==> src/logic/opaddr_pkg.sv <==
// Shared constants and types for the operand address generator.
// Assumes a single core clock domain; nothing here holds logic.
package opaddr_pkg;

    // Addressing mode presented by the instruction decoder
    typedef enum logic [2:0] {
        immediate_mode = 3'b000,
        direct_mode = 3'b001,
        indirect_mode = 3'b010,
        indirect16_mode = 3'b011,
        register_mode = 3'b100,
        implicit_mode = 3'b101,
        index_read_mode = 3'b110,
        index_jump_mode = 3'b111
    } mode_t;

    // Space in which the resolved operand lives
    typedef enum logic [2:0] {
        space_none = 3'b000,
        space_code = 3'b001,
        space_iram = 3'b010,
        space_sfr = 3'b011,
        space_xram = 3'b100,
        space_acc = 3'b101,
        space_data_pointer_16 = 3'b110
    } space_t;

    // Pointer select for 8-bit indirect access
    localparam logic [1:0] PTR_BANK_REG_ZERO = 2'h0;
    localparam logic [1:0] PTR_BANK_REG_ONE = 2'h1;
    localparam logic [1:0] PTR_STACK = 2'h2;

    // Base select for indexed access
    localparam logic BASE_DATA_POINTER = 1'b0;
    localparam logic BASE_PC = 1'b1;

    // Implied register select
    localparam logic IMPL_ACC = 1'b0;
    localparam logic IMPL_DATA_POINTER_16 = 1'b1;

    // Field positions and limits
    localparam int BANK_SHIFT = 3;
    localparam logic [7:0] DIRECT_SFR_BASE = 8'h80;
    localparam logic [15:0] OPCODE_STEP = 16'h0001;

    // Reset values
    localparam logic [15:0] RST_ADDR = 16'h0000;
    localparam logic RST_FLAG = 1'b0;
endpackage

==> src/logic/operand_address_generator.sv <==
// Operand address generator of the 8-bit core.
// Assumes decoder, register file and program counter all run on
// i_clk_sys; every input is taken in the cycle i_req and i_ce are both high.
`timescale 1ns/10ps

// Operation
// RL1: Immediate operand is read from code memory right after the opcode.
// RL2: Direct operand address comes from an 8-bit instruction field.
// RL3: Direct reaches only low 128 RAM bytes and the special registers.
// RL4: Indirect takes the address from a pointer; internal or external RAM.
// RL5: 8-bit indirect pointer is bank register zero, one, or stack pointer.
// RL6: 16-bit indirect pointer is only the 16-bit data pointer.
// RL7: Register mode decodes a 3-bit opcode field into the active bank.
// RL8: Implied operand is accumulator or data pointer, with no address byte.
// RL9: Indexed access reads code memory only; writes are refused.
// RL10: Indexed read address is 16-bit base plus accumulator.
// RL11: Indexed jump loads program counter with base plus accumulator.
// RL12: Two-bit bank select places bank registers at the bank base.
module operand_address_generator (
    input wire logic i_clk_sys,
    input wire logic i_rst_b,
    input wire logic i_ce,
    input wire logic i_req,
    input wire logic [2:0] i_mode,
    input wire logic i_is_write,
    input wire logic [7:0] i_addr_byte,
    input wire logic [2:0] i_reg_field,
    input wire logic [1:0] i_ptr_sel,
    input wire logic i_ext,
    input wire logic i_base_sel,
    input wire logic i_impl_sel,
    input wire logic [1:0] i_bank_sel,
    input wire logic [7:0] i_bank_reg_zero,
    input wire logic [7:0] i_bank_reg_one,
    input wire logic [7:0] i_sp,
    input wire logic [15:0] i_data_pointer_16,
    input wire logic [15:0] i_pc,
    input wire logic [7:0] i_acc,
    output logic o_valid,
    output logic [2:0] o_space,
    output logic [15:0] o_addr,
    output logic o_addr_byte,
    output logic o_pc_load,
    output logic [15:0] o_pc_value,
    output logic o_error
);

    // Base plus unsigned 8-bit offset, wrapping at 16 bits
    function automatic logic [15:0] add_off(input logic [15:0] base,
                                            input logic [7:0] off);
        add_off = base + {8'h00, off};
    endfunction

    // Internal RAM address of a bank register
    function automatic logic [15:0] bank_addr(input logic [1:0] bank,
                                              input logic [2:0] idx);
        bank_addr = {8'h00, 3'h0, bank, idx};
    endfunction

    logic next_valid;
    logic [2:0] next_space;
    logic [15:0] next_addr;
    logic next_addr_byte;
    logic next_pc_load;
    logic [15:0] next_pc_value;
    logic next_error;
    logic [15:0] index_base;

    // Decode of the requested mode into space and address
    always_comb begin
        index_base = (i_base_sel == opaddr_pkg::BASE_PC) ?
                     i_pc : i_data_pointer_16;
        next_valid = i_req;
        next_space = o_space;
        next_addr = o_addr;
        next_addr_byte = o_addr_byte;
        next_pc_load = opaddr_pkg::RST_FLAG;
        next_pc_value = o_pc_value;
        next_error = opaddr_pkg::RST_FLAG;
        if (i_req) begin
            next_space = opaddr_pkg::space_none;
            next_addr = opaddr_pkg::RST_ADDR;
            next_addr_byte = 1'b0;
            case (i_mode)
                opaddr_pkg::immediate_mode: begin
                    // Constant sits in code right after the opcode
                    next_space = opaddr_pkg::space_code; // RL1
                    next_addr = add_off(i_pc, 8'h00) + // RL1
                                opaddr_pkg::OPCODE_STEP;
                    next_error = i_is_write;
                end
                opaddr_pkg::direct_mode: begin
                    // Low half is RAM, upper half is special registers
                    next_addr = {8'h00, i_addr_byte}; // RL2
                    next_addr_byte = 1'b1; // RL2
                    next_space = (i_addr_byte < // RL3
                                  opaddr_pkg::DIRECT_SFR_BASE) ?
                                 opaddr_pkg::space_iram :
                                 opaddr_pkg::space_sfr;
                end
                opaddr_pkg::indirect_mode: begin
                    // Pointer value names internal or external RAM
                    next_space = i_ext ? opaddr_pkg::space_xram : // RL4
                                 opaddr_pkg::space_iram;
                    case (i_ptr_sel)
                        opaddr_pkg::PTR_BANK_REG_ZERO: begin
                            next_addr = {8'h00, i_bank_reg_zero}; // RL5
                        end
                        opaddr_pkg::PTR_BANK_REG_ONE: begin
                            next_addr = {8'h00, i_bank_reg_one}; // RL5
                        end
                        opaddr_pkg::PTR_STACK: begin
                            next_addr = {8'h00, i_sp}; // RL5
                        end
                        default: begin
                            // No other 8-bit pointer exists
                            next_space = opaddr_pkg::space_none; // RL5
                            next_error = 1'b1;
                        end
                    endcase
                end
                opaddr_pkg::indirect16_mode: begin
                    // Only the data pointer forms a 16-bit address
                    next_space = opaddr_pkg::space_xram; // RL6
                    next_addr = i_data_pointer_16; // RL6
                end
                opaddr_pkg::register_mode: begin
                    // Bank register lives at bank base plus field
                    next_space = opaddr_pkg::space_iram; // RL7
                    next_addr = bank_addr(i_bank_sel, i_reg_field); // RL12
                end
                opaddr_pkg::implicit_mode: begin
                    // The opcode alone names the register
                    next_space = (i_impl_sel == opaddr_pkg::IMPL_DATA_POINTER_16) ?
                                 opaddr_pkg::space_data_pointer_16 : // RL8
                                 opaddr_pkg::space_acc;
                end
                opaddr_pkg::index_read_mode: begin
                    // Table lookup in code memory, read only
                    if (i_is_write) begin
                        next_error = 1'b1; // RL9
                    end else begin
                        next_space = opaddr_pkg::space_code; // RL9
                        next_addr = add_off(index_base, i_acc); // RL10
                    end
                end
                opaddr_pkg::index_jump_mode: begin
                    // Computed branch target
                    if (i_is_write) begin
                        next_error = 1'b1; // RL9
                    end else begin
                        next_pc_load = 1'b1; // RL11
                        next_pc_value = add_off(index_base, i_acc); // RL11
                    end
                end
                default: begin
                    next_error = 1'b1;
                end
            endcase
        end
    end

    // Result registers, frozen while the clock enable is low
    always_ff @(posedge i_clk_sys or negedge i_rst_b) begin
        if (!i_rst_b) begin
            o_valid <= opaddr_pkg::RST_FLAG;
            o_space <= opaddr_pkg::space_none;
            o_addr <= opaddr_pkg::RST_ADDR;
            o_addr_byte <= opaddr_pkg::RST_FLAG;
            o_pc_load <= opaddr_pkg::RST_FLAG;
            o_pc_value <= opaddr_pkg::RST_ADDR;
            o_error <= opaddr_pkg::RST_FLAG;
        end else if (i_ce) begin
            o_valid <= next_valid;
            o_space <= next_space;
            o_addr <= next_addr;
            o_addr_byte <= next_addr_byte;
            o_pc_load <= next_pc_load;
            o_pc_value <= next_pc_value;
            o_error <= next_error;
        end
    end
endmodule

==> config.mk <==
export PLATFORM = sky130hd
export DESIGN_NAME = operand_address_generator
export DESIGN_NICKNAME = d
export VERILOG_FILES = /design/src/logic/opaddr_pkg.sv /design/src/logic/operand_address_generator.sv
export SDC_FILE = /design/constraint.sdc
export NUM_CORES = 1
export LEC_CHECK = 0
export CORE_MARGIN = 3
export CORE_UTILIZATION = 30
export DETAILED_ROUTE_END_ITERATION = 12
export DONT_BUFFER_PORTS = 1
export PLACE_DENSITY = 0.56
export SYNTH_ARGS = -nofsm -noshare
export SYNTH_HDL_FRONTEND = slang
export SYNTH_SLANG_ARGS = --single-unit
==> constraint.sdc <==
create_clock -name i_clk_sys -period 1.2 [get_ports i_clk_sys]
set_input_delay 0.24 -clock i_clk_sys [delete_from_list [all_inputs] [get_ports i_clk_sys]]
set_output_delay 0.24 -clock i_clk_sys [all_outputs]
set_load 0.05 [all_outputs]
==> results of run 1 <==
area by class of cell:
type	count	share of cell area, %
well taps	133	3.679
clock buffers	5	1.521
clock inverters	3	0.9682
repair buffers	107	19.50
multi-input cells	279	52.09
flip-flops and latches	39	21.66
inverters	7	0.5809
report_power, final:
group / internal [uW] / total (uW) / switching (uW)
clock network: 621 / 1180 / 562
logic: 1120 / 2640 / 1520
registers: 1530 / 1710 / 176
timing repair:
item,4_1_cts,5_1_grt
hold buffers,2,0
hold endpoints to repair,39,0
resized for setup,37,18
setup endpoints to repair,33,33
buffers inserted,9,3
pin swaps,38,19
cells in the mapped netlist, types with 3 or more instances:
cell and instances:
dfrtp_1 39, nand2_1 37, mux2i_1 19, nor2_1 19
a21oi_1 17, xor2_1 15, o21ai_0 14, xnor2_1 14
mux2_2 12, o21ai_1 12, nand3_1 11, mux2_1 10
ha_1 9, nand4_1 9, clkbuf_1 8, a22o_1 7
inv_1 7, buf_2 6, o22ai_1 6, a221oi_1 5
a22oi_1 5, o221ai_1 5, a21o_1 4, a222oi_1 4
buf_1 4, nor2b_1 4, o211ai_1 4, a31oi_1 3
and2_1 3
worst max-delay path: stages:
cell	delay (ns)
mux2_4	0.30
ha_4	0.17
fa_2	0.37
a211oi_4	0.25
o211ai_1	0.15
nand2_1	0.11
xor2_1	0.10
a222oi_1	0.43
o21ai_1	0.12
metal layers:
layer	GRT usage, %	vias up	routed length (um)	part of all wire [%]
met5	0	-	0	0
met4	5.591	0	216	1.9
met3	6.719	16	1008	8.8
met2	31.97	105	5400	47
met1	25.47	1504	4862	42
li1	-	1484	-	-
state kept, by name, indices dropped and copies added (netlist names):
name / flops
o_addr: 16
o_pc_value: 16
o_space: 3
o_addr_byte: 1
o_error: 1
o_pc_load: 1
o_valid: 1
worst paths after layout:
kind,start,to,depth (start not counted)
worst min-delay path,i_mode[1],o_addr_byte,1
worst min register to register,o_pc_value[14],o_pc_value[14],2
worst max register to register,o_addr[11],o_addr[11],2
max in group asynchronous,i_rst_b,o_addr[3],2
min in group asynchronous,i_rst_b,o_pc_value[15],2
worst max-delay path,i_base_sel,o_addr[10],9
metrics by stage:
step | instances | total power [uW] | utilization (%) | setup TNS, ns
after global routing | 573 | 5798 | 45.64 | -21.00
after CTS | 574 | 5484 | 44.77 | -18.68
after global placement | 557 | 3984 | 40.44 | -30.81
after detailed placement | 557 | 4005 | 40.44 | -31.43
after floorplan | 345 | 3250 | - | -31.98
final | 573 | 5531 | 45.64 | -19.02
cell families after synthesis:
logic type,Yosys count,synth area share [%]
compound gates,101,22.60
mux,41,14.15
buf+inv,27,3.680
fa+ha+maj,10,4.286
flops,39,31.54
simple gates,98,15.53
xor+xnor,29,8.209
==> metrics.cfg, run 1 <==
[route]
route.detailed.drc = 0
routedWlPerCell_um = 20.05
vias = 3109
viasPerCell = 5.426
drt_iter0_drc = 157
drtAntennaViolNets = 0
drt_wl_total_mm = 11.49
drt_pass1_iterations = 6

[grt]
grt_overflow = 0
grt_use_total_pct = 19.91
grt_pass1_wl_mm = 17.93
antenna_found_initial = 0
first_global_vias = 3223
grt_start_max_net_pins = 40

[timing]
clock_skew_ns = 0
timing.hold.ws_ns = 0.03254
timing.final.crit_share_pct = 173.5
tightestPinTransition_ns = 0.4088
grt_setup_unrepaired = yes
timing.fmax_mhz = 480.2
maxSlewViolCount = 0
setup-violations-final = 30
fin_crit_ns = 2.082
hold_viol = 0
finalWorstSetupSlack_ns = -0.8823
timing.slew.headroom_pct = 72.50

[worst_hold_path]
hold_class = in -> reg

[worst_setup_path]
start_kind = input port
cp_max_fo = 24
worstPathRequired_ns = 1.37
critical_path_class = in -> reg
worstPathArrival_ns = 2.26
end_kind = flop
ff2ff_setup_slack_ns = 0.31

[floorplanning]
initial_core_util_pct = 31.22
io_pins = 129
fp.dieH_um = 107.6
die-area_sq_um = 11570
die_w_um = 107.6
design.core.area_sq_um = 9910
rows = 36

[finish]
diodes = 0
drive_gt1_share_pct = 41.14
final_cell_area_sq_um = 4523
mostFrequentLayoutCells = buf_4 (95), nand2_1 (37), dfrtp_1 (36)
multi_input_area_sq_um = 2356
nets = 539
final_common_cell = buf_4
seqCellArea_sq_um = 979.7
area_delta_synth_final_pct = 46.18
nFillCells = 975

[logic_synthesis]
synth_fp_nets = 445
synth.yosys.seq_area_share_pct = 31.54
ys.flop_type = dfrtp_1
synth_cell_types = 54
yosys.area.top_type = dfrtp_1
syn_avg_cell_area_sq_um = 8.969
synthTopCellsByArea = dfrtp_1 (32%), mux2i_1 (6.1%), nand2_1 (4.5%), mux2_2 (4.4%), xor2_1 (4.2%)
synth_top_area_share_pct = 31.54
yosys_warnings = 0
syn_inst = 345
synth-async-reset-ratio_pct = 100.0
netlist_area_sq_um = 3094
synth_edf_count = 0
ys_ff_latch = 39

[clock_tree]
cts.path.max_buffers = 2
clkTransAtPathRegs_ns = 0.09
cts_made_buffers = 5
clk_latency_ns = 0.29
cts_tree = built
clock-sinks = 39
cts_root_buf = clkbuf_8
cts-htree-levels = 2

[place]
pre_cts_slack_ns = -1.266
gp_congestion = 0.8497
place_area_sq_um = 4008
numPortBuffers = 0
hpwl_mm = 9.037

[power_and_ir_drop]
p_leak_uw = 0.001972
ir_worst_vdd_mv = 0.6759
power.density_nw_per_um2 = 1223

[job]
maxCapViolCount = 0

[outcome]
violations = negative setup slack
status = finished with violations

(Power assumes the default switching activity.)
==> run 2: changes to the inputs <==
ABC_AREA = 0   (was default)
TNS_END_PERCENT = 10   (was default)
==> run 2 against run 1 <==
Against the previous run:
- the run still ends with negative setup slack left
- die area unchanged
- fmax grew 2.9%
- sequential power barely moved
- clock power rose by 16%
- via count is 1.4% lower
- register-to-register slack lost 0.05 ns
- sequential share of layout area rose by 0.79 points
- combinational power shrank 6%
- largest cell class unchanged
==> metrics.cfg, run 2 (synthesized netlist as in run 1, its figures left out) <==
[worst_hold_path]
hp-start = i_mode[1]  ; unchanged
hold_class = in -> reg  ; unchanged
hold_path_end = o_addr_byte  ; unchanged
min_path_cells = 1  ; unchanged

[route]
routedWlPerCell_um = 20.28  ; was 20.05 um
drt_iter0_drc = 168  ; was 157
drt_pass1_iterations = 4  ; was 6
route.detailed.drc = 0  ; unchanged
vias = 3064  ; was 3109
viasPerCell = 5.404  ; was 5.426
drt_wl_total_mm = 11.50  ; was 11.49 mm
drtAntennaViolNets = 0  ; unchanged

[grt]
grt_overflow = 0  ; unchanged
grt_pass1_wl_mm = 17.53  ; was 17.93 mm
first_global_vias = 3168  ; was 3223
antenna_found_initial = 0  ; unchanged
grt_start_max_net_pins = 40  ; unchanged
grt_use_total_pct = 19.55  ; was 19.91%

[power_and_ir_drop]
comb_power_share_pct = 44.5  ; was 47.7%
p_clk_share_pct = 24.7  ; was 21.4%
p_leak_uw = 0.001917  ; was 0.001972 uW
power.switching_uw = 2194  ; was 2259 uW
pwr-share-seq_pct = 30.8  ; was 30.9%
power.density_nw_per_um2 = 1276  ; was 1223 nW/um^2
switching_share_pct = 39.46  ; was 40.84%
p_int_uw = 3366  ; was 3272 uW
ir_worst_vdd_mv = 0.5773  ; was 0.6759 mV

[finish]
nets = 533  ; was 539
drive_gt1_share_pct = 37.10  ; was 41.14%
seqCellArea_sq_um = 978.4  ; was 979.7 sq um
diodes = 0  ; unchanged
fin_cells = 567  ; was 573
reg_top3 = o_addr: 16 flops, o_pc_value: 16 flops, o_space: 3 flops  ; unchanged
area_delta_synth_final_pct = 40.84  ; was 46.18%
mostFrequentLayoutCells = buf_4 (98), nand2_1 (37), dfrtp_1 (37)  ; was buf_4 (95), nand2_1 (37), dfrtp_1 (36)
final_common_cell = buf_4  ; unchanged
multi_input_area_sq_um = 2268  ; was 2356 sq um
nFillCells = 981  ; was 975

[floorplanning]
io_pins = 129  ; unchanged
fp.dieH_um = 107.6  ; unchanged
design.core.area_sq_um = 9910  ; unchanged
die-area_sq_um = 11570  ; unchanged
initial_core_util_pct = 31.22  ; unchanged
rows = 36  ; unchanged
die_w_um = 107.6  ; unchanged

[timing]
maxSlewViolCount = 0  ; unchanged
tns_ns = -19.64  ; was -19.02 ns
grt_setup_unrepaired = yes  ; unchanged
tightestPinTransition_ns = 0.5108  ; was 0.4088 ns
hold_viol = 0  ; unchanged
timing.slew.headroom_pct = 65.95  ; was 72.50%
finalWorstSetupSlack_ns = -0.8241  ; was -0.8823 ns
fin_crit_ns = 2.024  ; was 2.082 ns
timing.fmax_mhz = 494.0  ; was 480.2 MHz
setup-violations-final = 33  ; was 30
timing.final.crit_share_pct = 168.7  ; was 173.5%
clock_skew_ns = 0  ; unchanged

[worst_setup_path]
critical_path_class = in -> reg  ; unchanged
path_cells = mux2_4, ha_4, fa_2, a211oi_4, o211ai_1, nand2_1, xor2_1, a222oi_1, o21ai_1  ; unchanged
cpMaxStageDelayCell = a222oi_1  ; unchanged
ff2ff_setup_slack_ns = 0.26  ; was 0.31 ns
critPathMaxStageDelay_ns = 0.42  ; was 0.43 ns
worstPathArrival_ns = 2.22  ; was 2.26 ns
end_kind = flop  ; unchanged
start_kind = input port  ; unchanged
r2r_cells = 2  ; unchanged
cp_max_fo = 24  ; unchanged
r2r_start = o_addr[8]  ; was o_addr[11]
worstPathRequired_ns = 1.39  ; was 1.37 ns
worstReg2RegEnd = o_addr[8]  ; was o_addr[11]

[clock_tree]
cts_tree = built  ; unchanged
clk_latency_ns = 0.30  ; was 0.29 ns
clock-sinks = 39  ; unchanged
cts_root_buf = clkbuf_8  ; unchanged
cts-htree-levels = 2  ; unchanged
clkTransAtPathRegs_ns = 0.09  ; about the same
cts_made_buffers = 5  ; unchanged
cts.path.max_buffers = 2  ; unchanged

[job]
maxCapViolCount = 0  ; unchanged

[place]
hpwl_mm = 9.183  ; was 9.037 mm
numPortBuffers = 0  ; unchanged
gp_congestion = 0.8421  ; was 0.8497
placed_cells = 555  ; was 557

[outcome]
status = finished with violations  ; unchanged
violations = negative setup slack  ; unchanged

run 2: area by class of cell:
cell class / count / area share, %
inverter: 7 / 0.6029
tap: 133 / 3.819
sequential: 39 / 22.45
clock inverter: 2 / 1.378
timing repair buffer: 101 / 18.03
clock buffer: 6 / 1.665
multi-input combinational: 279 / 52.05
run 2: worst max-delay path by stage:
| stage | start | to |
|---|---|---|
| 4_1_cts | i_base_sel | o_addr[8] |
| 3_5_place_dp | i_base_sel | o_addr[8] |
| 3_3_place_gp | i_base_sel | o_addr[8] |
| 6_report | i_base_sel | o_addr[10] |
| 2_1_floorplan | i_base_sel | o_addr[8] |
| 5_1_grt | i_base_sel | o_addr[15] |
run 2: repair_timing:
action                     CTS  global route
setup endpoints to repair   33            35
pin swaps                   16             9
hold buffers                 2             0
hold endpoints to repair    39             0
buffers inserted             1             1
resized for setup           23            18
run 2: stage by stage:
| step | util (%) | hold WS [ns] | total power, uW | cell area (sq um) | setup WS (ns) |
|---|---|---|---|---|---|
| 6_report | 43.98 | 0.02831 | 5560 | 4358 | -0.8241 |
| 2_1_floorplan | - | -0.05559 | 3203 | 3141 | -1.351 |
| 3_5_place_dp | 39.72 | -0.05438 | 3945 | 3936 | -1.265 |
| 4_1_cts | 42.87 | 0.02254 | 5512 | 4248 | -0.8506 |
| 5_1_grt | 43.98 | 0.02588 | 5824 | 4358 | -0.8994 |
| 3_3_place_gp | 39.72 | -0.05409 | 3924 | 3936 | -1.206 |
run 2: metal layers:
layer	vias up	track usage [%]	wire, um
met5	-	0	0
li1	1471	-	-
met2	104	31.57	5395
met4	0	3.968	148
met3	10	5.219	964
met1	1479	26.37	4990
run 2: power groups by stage:
stage	registers, uW	clock network, uW	logic (uW)
finish	1710	1370	2470
global route	1750	1460	2620
CTS	1720	1410	2390
detailed placement	1740	0	2200
global placement	1740	0	2190
floorplan	2450	0	757
run 2: worst max-delay path, delay by kind of cell:
| family | cells | cell delay [ns] |
|---|---|---|
| compound gates | 4 | 0.94 |
| fa+ha+maj | 2 | 0.53 |
| mux | 1 | 0.30 |
| simple gates | 1 | 0.11 |
| xor+xnor | 1 | 0.09 |
